## src/inc/dsw_params.svh

```systemverilog
// constants for the default-start watchdog: register offsets, reset values, field positions
// assumes a byte-wide register port inside the device and a 100 MHz system clock
`ifndef DSW_PARAMS_SVH
`define DSW_PARAMS_SVH

`define DSW_MODE_OFFSET 32'hFFFFF6D0
`define DSW_KEY_OFFSET 32'hFFFFF6D1
`define DSW_MODE_RESET 8'h67
`define DSW_KEY_RESET 8'h9A
`define DSW_KEY_VALUE 8'hAC
`define DSW_STOP_VALUE 8'h1F
`define DSW_OPMODE_HI 6
`define DSW_OPMODE_LO 5
`define DSW_SEL_MSB 4
`define DSW_SEL_SUB 3
`define DSW_MAIN_EXP_BASE 18
`define DSW_SUB_EXP_BASE 9
`define DSW_CNT_W 26
`define DSW_SYNC_STAGES 3

`endif

```

## src/inc/dsw_pkg.sv

```systemverilog
// types for the default-start watchdog
// assumes dsw_params.svh carries every number
package dsw_pkg;
    typedef enum logic [1:0] {
        DSW_STOPPED = 2'b00,
        DSW_NMI = 2'b01,
        DSW_RESET = 2'b10
    } dsw_mode_e;
    typedef logic [7:0] dsw_byte_t;
endpackage

```

## src/hw/dsw_watchdog.sv

```systemverilog
// default-start watchdog: write-once mode register, restart key register, overflow outputs
// assumes a byte register port from the cpu and a subclock arriving from a pin
`timescale 1ns/1ps
`include "dsw_params.svh"

// Behaviour
// - the mode register takes one whole byte write after reset and may be read at will.
// - reset loads the mode register with 67H.
// - mode bits 6:5 decode 00 stop, 01 interrupt request, 1x internal reset on overflow.
// - a second mode register write forces an overflow at once.
// - writing 1FH to the mode register stops the watchdog.
// - the five-bit select chooses 2^18..2^25 system clocks, 2^9..2^16 subclocks, or stop.
// - writing ACH to the restart register clears the counter and counting restarts at zero.
// - the restart register reads 9AH always.
// - any other restart register value forces an overflow at once.
// - a single-bit write to the restart register forces an overflow.
// - after reset the watchdog counts in reset mode with the reset interval.
// - once configured nothing but a device reset stops the watchdog.
// - on overflow the reset or interrupt output fires as the mode field says.
// - the default is reset mode with a 2^25 system clock interval.
module dsw_watchdog
    import dsw_pkg::*;
(
    input wire logic clk,
    input wire logic reset,
    input wire logic subClock,
    input wire logic [31:0] regAddr,
    input wire logic regWrite,
    input wire logic regRead,
    input wire logic regBitOp,
    input wire logic [7:0] regWdata,
    output logic [7:0] regRdata,
    output logic overflowNmiRequest,
    output logic overflowInternalReset
);

    // ----------------------------------------------------------------
    // helpers
    // ----------------------------------------------------------------
    function automatic logic [`DSW_CNT_W-1:0] limitFor(input logic [4:0] sel);
        logic [4:0] expo;
        // table form keeps each code's exponent visible at a glance
        case (sel[3:0])
            4'h0: expo = 5'(`DSW_MAIN_EXP_BASE);
            4'h1: expo = 5'(`DSW_MAIN_EXP_BASE + 1);
            4'h2: expo = 5'(`DSW_MAIN_EXP_BASE + 2);
            4'h3: expo = 5'(`DSW_MAIN_EXP_BASE + 3);
            4'h4: expo = 5'(`DSW_MAIN_EXP_BASE + 4);
            4'h5: expo = 5'(`DSW_MAIN_EXP_BASE + 5);
            4'h6: expo = 5'(`DSW_MAIN_EXP_BASE + 6);
            4'h7: expo = 5'(`DSW_MAIN_EXP_BASE + 7);
            4'h8: expo = 5'(`DSW_SUB_EXP_BASE);
            4'h9: expo = 5'(`DSW_SUB_EXP_BASE + 1);
            4'hA: expo = 5'(`DSW_SUB_EXP_BASE + 2);
            4'hB: expo = 5'(`DSW_SUB_EXP_BASE + 3);
            4'hC: expo = 5'(`DSW_SUB_EXP_BASE + 4);
            4'hD: expo = 5'(`DSW_SUB_EXP_BASE + 5);
            4'hE: expo = 5'(`DSW_SUB_EXP_BASE + 6);
            4'hF: expo = 5'(`DSW_SUB_EXP_BASE + 7);
            default: expo = 5'(`DSW_MAIN_EXP_BASE);
        endcase
        limitFor = `DSW_CNT_W'(1) << expo;
    endfunction

    function automatic dsw_mode_e modeOf(input dsw_byte_t cfg);
        if (cfg[`DSW_OPMODE_HI]) begin
            modeOf = DSW_RESET;
        end else if (cfg[`DSW_OPMODE_LO]) begin
            modeOf = DSW_NMI;
        end else begin
            modeOf = DSW_STOPPED;
        end
    endfunction

    // a restart counts only as a whole-byte write of the key value
    function automatic logic keyIsGood(input dsw_byte_t data, input logic bitOp);
        keyIsGood = !bitOp && (data == `DSW_KEY_VALUE);
    endfunction

    // the select msb halts counting whatever the mode field says
    function automatic logic cfgRuns(input dsw_byte_t cfg);
        cfgRuns = (modeOf(cfg) != DSW_STOPPED) && !cfg[`DSW_SEL_MSB];
    endfunction

    // address compare used by the write decode; the read decode compares regAddr directly
    function automatic logic addrIs(input logic [31:0] addr, input logic [31:0] offset);
        addrIs = (addr == offset);
    endfunction

    // ----------------------------------------------------------------
    // register access decode
    // ----------------------------------------------------------------
    logic modeHit;
    logic keyHit;
    assign modeHit = regWrite && addrIs(regAddr, `DSW_MODE_OFFSET);
    assign keyHit = regWrite && addrIs(regAddr, `DSW_KEY_OFFSET);

    // ----------------------------------------------------------------
    // subclock synchroniser and edge
    // ----------------------------------------------------------------
    logic [2:0] subSync_q;
    logic [2:0] subSync_d;
    logic subLevel_q;
    logic subLevel_d;
    logic subTick;

    always_comb begin
        subSync_d = {subSync_q[1:0], subClock};
        subLevel_d = subLevel_q;
        // change counts once the second and third stages agree
        // the subclock is far slower than clk, so no edge is lost here
        if (subSync_q[1] == subSync_q[2]) begin
            subLevel_d = subSync_q[2];
        end
    end
    assign subTick = subLevel_d && !subLevel_q;

    always_ff @(posedge clk or posedge reset) begin
        if (reset) begin
            subSync_q <= 3'h0;
            subLevel_q <= 1'b0;
        end else begin
            subSync_q <= subSync_d;
            subLevel_q <= subLevel_d;
        end
    end

    // ----------------------------------------------------------------
    // mode register and counter
    // ----------------------------------------------------------------
    // limitation: a forced overflow in a stopped watchdog leaves as a reset,
    // since no mode field is left to route it; the key register has no storage,
    // only its write strobe and data matter
    dsw_byte_t modeCfg_q;
    dsw_byte_t modeCfg_d;
    logic written_q;
    logic written_d;
    logic [`DSW_CNT_W-1:0] count_q;
    logic [`DSW_CNT_W-1:0] count_d;
    logic forceOvf;
    logic modeRewrite;
    logic keyWrong;
    logic keyBitOp;
    logic running;
    logic countTick;
    logic expire;
    logic nmiOut_q;
    logic nmiOut_d;
    logic rstOut_q;
    logic rstOut_d;
    dsw_byte_t rdata_q;
    dsw_byte_t rdata_d;

    // stop when select msb set or mode field zero
    // msb of the select halts counting
    assign running = cfgRuns(modeCfg_q);
    assign countTick = modeCfg_q[`DSW_SEL_SUB] ? subTick : 1'b1;
    // overflow at the power of two
    assign expire = running && countTick && (count_q == limitFor(modeCfg_q[4:0]) - 1'b1);

    // ----------------------------------------------------------------
    // forced overflow sources
    // ----------------------------------------------------------------
    // second mode write
    assign modeRewrite = modeHit && written_q;
    assign keyWrong = keyHit && !regBitOp && (regWdata != `DSW_KEY_VALUE);
    // bit op on the key register
    assign keyBitOp = keyHit && regBitOp;
    assign forceOvf = modeRewrite || keyWrong || keyBitOp;

    // ----------------------------------------------------------------
    // mode register next value
    // ----------------------------------------------------------------
    always_comb begin
        modeCfg_d = modeCfg_q;
        written_d = written_q;
        // first byte write only; bit writes are not accepted
        if (modeHit && !written_q) begin
            written_d = 1'b1;
            if (!regBitOp) begin
                // bit 7 reads as zero whatever was written
                modeCfg_d = {1'b0, regWdata[6:0]};
            end
        end
    end

    // ----------------------------------------------------------------
    // counter next value
    // ----------------------------------------------------------------
    // on the subclock the count moves on synchronised edges only;
    // on the system clock it moves every cycle
    always_comb begin
        count_d = count_q;
        if (keyHit && keyIsGood(regWdata, regBitOp)) begin
            count_d = '0;
        end else if (expire) begin
            // counting carries on after a timeout, from zero
            count_d = '0;
        end else if (running && countTick) begin
            count_d = count_q + 1'b1;
        end
    end

    // ----------------------------------------------------------------
    // overflow routing
    // ----------------------------------------------------------------
    // route overflow by the mode field; forced overflows share the path
    always_comb begin
        nmiOut_d = 1'b0;
        rstOut_d = 1'b0;
        if (expire || forceOvf) begin
            case (modeOf(modeCfg_q))
                DSW_NMI: nmiOut_d = 1'b1;
                DSW_RESET: rstOut_d = 1'b1;
                // a stopped watchdog still reports forced errors as a reset
                default: rstOut_d = forceOvf;
            endcase
        end
    end

    // ----------------------------------------------------------------
    // read data
    // ----------------------------------------------------------------
    // key register always reads back its fixed value
    always_comb begin
        rdata_d = rdata_q;
        if (regRead) begin
            if (regAddr == `DSW_MODE_OFFSET) begin
                rdata_d = modeCfg_q;
            end else if (regAddr == `DSW_KEY_OFFSET) begin
                rdata_d = `DSW_KEY_RESET;
            end else begin
                rdata_d = 8'h00;
            end
        end
    end

    // ----------------------------------------------------------------
    // state registers
    // ----------------------------------------------------------------
    // reset value starts reset mode at 2^25
    // only reset returns the block to its writable state
    always_ff @(posedge clk or posedge reset) begin
        if (reset) begin
            modeCfg_q <= `DSW_MODE_RESET;
            written_q <= 1'b0;
        end else begin
            modeCfg_q <= modeCfg_d;
            written_q <= written_d;
        end
    end

    always_ff @(posedge clk or posedge reset) begin
        if (reset) begin
            count_q <= '0;
        end else begin
            count_q <= count_d;
        end
    end

    // overflow pulses leave straight from flops, one cycle wide,
    // so a glitch on the decode never reaches the reset tree
    always_ff @(posedge clk or posedge reset) begin
        if (reset) begin
            nmiOut_q <= 1'b0;
            rstOut_q <= 1'b0;
        end else begin
            nmiOut_q <= nmiOut_d;
            rstOut_q <= rstOut_d;
        end
    end

    // read data holds between reads
    always_ff @(posedge clk or posedge reset) begin
        if (reset) begin
            rdata_q <= 8'h00;
        end else begin
            rdata_q <= rdata_d;
        end
    end

    assign regRdata = rdata_q;
    assign overflowNmiRequest = nmiOut_q;
    assign overflowInternalReset = rstOut_q;

endmodule // dsw_watchdog

```

## config.mk

```make
export PLATFORM = sky130hd
export DESIGN_NAME = dsw_watchdog
export DESIGN_NICKNAME = d
export VERILOG_FILES = /design/src/inc/dsw_pkg.sv /design/src/hw/dsw_watchdog.sv
export VERILOG_INCLUDE_DIRS = /design/src /design/src/inc
export SDC_FILE = /design/constraint.sdc
export NUM_CORES = 1
export LEC_CHECK = 0
export BUFFER_PORTS_ARGS = -buffer_cell sky130_fd_sc_hd__buf_2
export CAP_MARGIN = 25
export CORE_ASPECT_RATIO = 0.9
export CORE_MARGIN = 2
export CORE_UTILIZATION = 59
export CTS_BUF_LIST = sky130_fd_sc_hd__clkbuf_8
export DETAILED_ROUTE_END_ITERATION = 8
export PLACE_DENSITY = 0.87
export SETUP_SLACK_MARGIN = 0.2
export SLEW_MARGIN = 20
export SYNTH_ARGS = -nofsm -noshare
export SYNTH_HDL_FRONTEND = slang
export SYNTH_SLANG_ARGS = --single-unit
```

## constraint.sdc

```tcl
create_clock -name clk -period 3.3 [get_ports clk]
set_clock_uncertainty 0.05 [all_clocks]
set_input_delay 0.66 -clock clk [delete_from_list [all_inputs] [get_ports clk]]
set_output_delay 0.66 -clock clk [all_outputs]
set_load 0.01 [all_outputs]
```

==> reports/summary.txt <==
Fmax: 319 MHz
Area contributors post-synth: dfrtp_1 31%, xor2_1 5.6%, xnor2_1 4.1%
Hold Path Class: reg -> reg
Min-Delay Startpoint: subSync_q[0]
Endpoints failing hold: 0
Seq/Total Area, Yosys: 34.9%
Initial DRC count: 164
Synth top area share: 31.1%
Worst-path clk slew: 0.10 ns
Clock Root Buffer: clkbuf_8
EDFF count, synth: 0
Fin crit period: 3.14 ns
Post-layout util: 71.6%
Final ANT Viol Nets: 0
R2R Setup Slk: 0.16 ns
Slew headroom: 45.7%
Total chip power: 1000 µW
Slew @ Worst Pin: 0.813 ns
Tcrit/Tclk final: 95.0%
Worst r2r src: modeCfg_q[1]
1st-pass router iterations: 4
DRC viols: 0
Worst Path Required: 3.45 ns
Die X: 84.7 µm
Share of cells above drive strength 1: 32.2%
First-pass GRT wire length: 14.2 mm
Setup CP Type: reg -> reg
Met2 routed wirelength: 4.15 mm
Status: complete, no violations
Layout area overhead: 17.2%
Hold Buf Count CTS: 0
Cell taking the most area after synthesis: dfrtp_1
Die H: 76.6 µm
Worst Path Buf+Inv: 2
Core area: 0.00566 mm²
Slew Viols, Final: 0
Switching share of power: 23.5%
Clock Power Share: 34.3%
Reg2Reg Depth: 11
RSZ-0062 raised after global routing: yes
#FFs+latches synth: 48
Die area: 0.00649 mm²
GPL Wtd Cong: 0.962
Worst Hold End: subSync_q[1]
Hold path depth: 0
Insertion delay to the later sink of the worst-skew pair: 0.31 ns
Crit path max-delay family: simple AND/OR/NAND/NOR gates
PwrDens: 248 mW/mm²
Dominant synthesized flop cell: dfrtp_1
Synth top cells by count: 43 x dfrtp_1, 25 x nand3_1, 22 x nand2_1, 22 x xor2_1, 20 x nor2_2
# diodes: 0
IO Count: 56
CTS Buffer Depth: 2
Site Rows: 26
Routed wl met3: 575 µm
Total gr overflow: 0
Combinational power share: 6.7%
Syn Area/Cell: 9.00 µm²
CP max stage delay: 0.66 ns
Crit path capture type: flop
Leakage: 0.00165 µW
CP Launch Type: flop
Vias in the first global route: 2955
FF-to-FF End: count_q[9]
Clk sinks: 48
Fin nets: 494
Most common cell in the netlist: dfrtp_1
Synth unique cells: 63
Synthesized instance count: 384
Final wirelength: 8.55 mm
Cell chain of the critical path: ha_4 > or3_4 > o211a_4 > or4_1 > nand4_1 > nor4b_4 > nand4b_4 > o21ai_4 > buf_4 > buf_16 > nor2_2
Seq pwr share: 59.0%
Initial antenna violation count: 0
Initial Utilization: 61.1%
Vias/cell: 6.11
Largest net degree at the start of global routing: 49
Max H-tree Level: 2
CP max stage cell: dfstp_2
Port buffer count: 55
Maximum vdd drop: 0.234 mV
DR vias: 3140
CTS buffer count: 5
Internal power: 768 µW
Placed cells: 497
P_sw: 236 µW
Max Fanout on Critical Path: 10
Fin Setup TNS: 0 ns
Drt wl/cell: 16.6 µm
Metal1 wirelength: 3.73 mm
CTS tree: done
Hpwl dp: 6.17 mm
Total GRT Usage: 26.9%
Top routing layer in use: met4
Max-Cap Viols: 0
FFs w/ async S/R, synth: 100%
Synthesis Warnings: 0
Area of the mapped netlist: 0.00346 mm²
# setup viols final: 0
Worst Path Arrival: 3.29 ns
Final cell count without fillers: 514
Fillers: 430
==> metal layers <==
metal	global-route usage (%)	vias to the layer above
li1	-	1497
met2	42.6	91
met4	6.83	0
met1	38.4	1543
met3	4.66	9
met5	0	-
==> final cells by class <==
class,instances,area [µm²],area share [%]
well taps,70,87.6,2.16
repair buffers,76,473,11.7
multi-input cells,298,2140,52.9
flip-flops and latches,48,1210,29.8
inverters,14,53.8,1.33
clock buffers,5,68.8,1.70
clock inverters,3,16.3,0.402
==> worst reg2reg max path, cell delays in order (launching register included) <==
cell and delay, ns:
dfstp_2 0.66, ha_4 0.24, or3_4 0.37, o211a_4 0.17
or4_1 0.46, nand4_1 0.16, nor4b_4 0.27, nand4b_4 0.16
o21ai_4 0.16, buf_4 0.15, buf_16 0.13, nor2_2 0.05
==> sequential cells by signal, summed over array words and instances (netlist names) <==
signal / flops
modeCfg_q: 7
overflowInternalReset: 1
overflowNmiRequest: 1
subSync_q: 3
regRdata: 8
written_q: 1
subLevel_q: 1
count_q: 26
==> metrics by stage <==
step           instance area [µm²]  setup WS, ns  hold slack [ns]
3_3_place_gp                  3780         0.148            0.285
5_1_grt                       4050        0.0579            0.330
4_1_cts                       3980         0.192            0.317
6_report                      4050         0.164            0.311
2_1_floorplan                 3460         0.267            0.281
3_5_place_dp                  3780         0.115            0.298
==> kinds of logic after synthesis <==
group	synth area share, %
simple gates	31.4
compound gates	12.4
flops	34.9
buf+inv	5.68
xor+xnor	9.63
mux	3.80
fa+ha+maj	2.10
other cells	0.109
==> power groups by stage <==
stage          Sequential (µW)  Clock [µW]  Combinational, µW
2_1_floorplan              604           0               31.9
3_3_place_gp               604           0               64.5
3_5_place_dp               604           0               66.4
4_1_cts                    593         350               67.1
5_1_grt                    593         375               76.2
6_report                   593         344               67.3
==> timing repair <==
action                     4_1_cts  5_1_grt
setup endpoints to repair       26       26
gates resized for setup          9        8
setup buffers                    3        5
pin swaps                        2        9
gates cloned                     1        0
==> layout by cell type, fill, tap and decap left out, types with 3 or more instances in the layout <==
master     n
mux2i_1    3
nor4b_1    3
xnor2_1   16
a21oi_1   11
and3_1     6
ha_4       3
nand3_1   25
nor3_1    11
dfstp_2    5
a211o_1    3
buf_2     55
mux2_2     7
clkbuf_8   5
xor2_1    22
nor4_1     3
or2_2      4
nand2b_1   5
or4_1      5
buf_4     17
o211ai_1   9
nand3b_1   4
o21ai_0   15
nor2_1    18
nand4b_1   4
dfrtp_1   42
a31oi_1    3
nand4_1   15
inv_1     14
nor2b_1    7
a211oi_1   4
or3b_4     3
nor3b_1    5
nor2_2    20
nor4bb_1   3
nand2_1   22
==> worst max path at each step <==
stage,startpoint,endpoint,cells after the start
6_report,modeCfg_q[1],count_q[9],11
2_1_floorplan,modeCfg_q[1],count_q[17],10
3_5_place_dp,modeCfg_q[1],count_q[24],10
5_1_grt,modeCfg_q[1],count_q[3],10
4_1_cts,modeCfg_q[1],count_q[16],10
3_3_place_gp,modeCfg_q[1],count_q[25],10
Note: power is estimated with default switching activity, not from simulation.
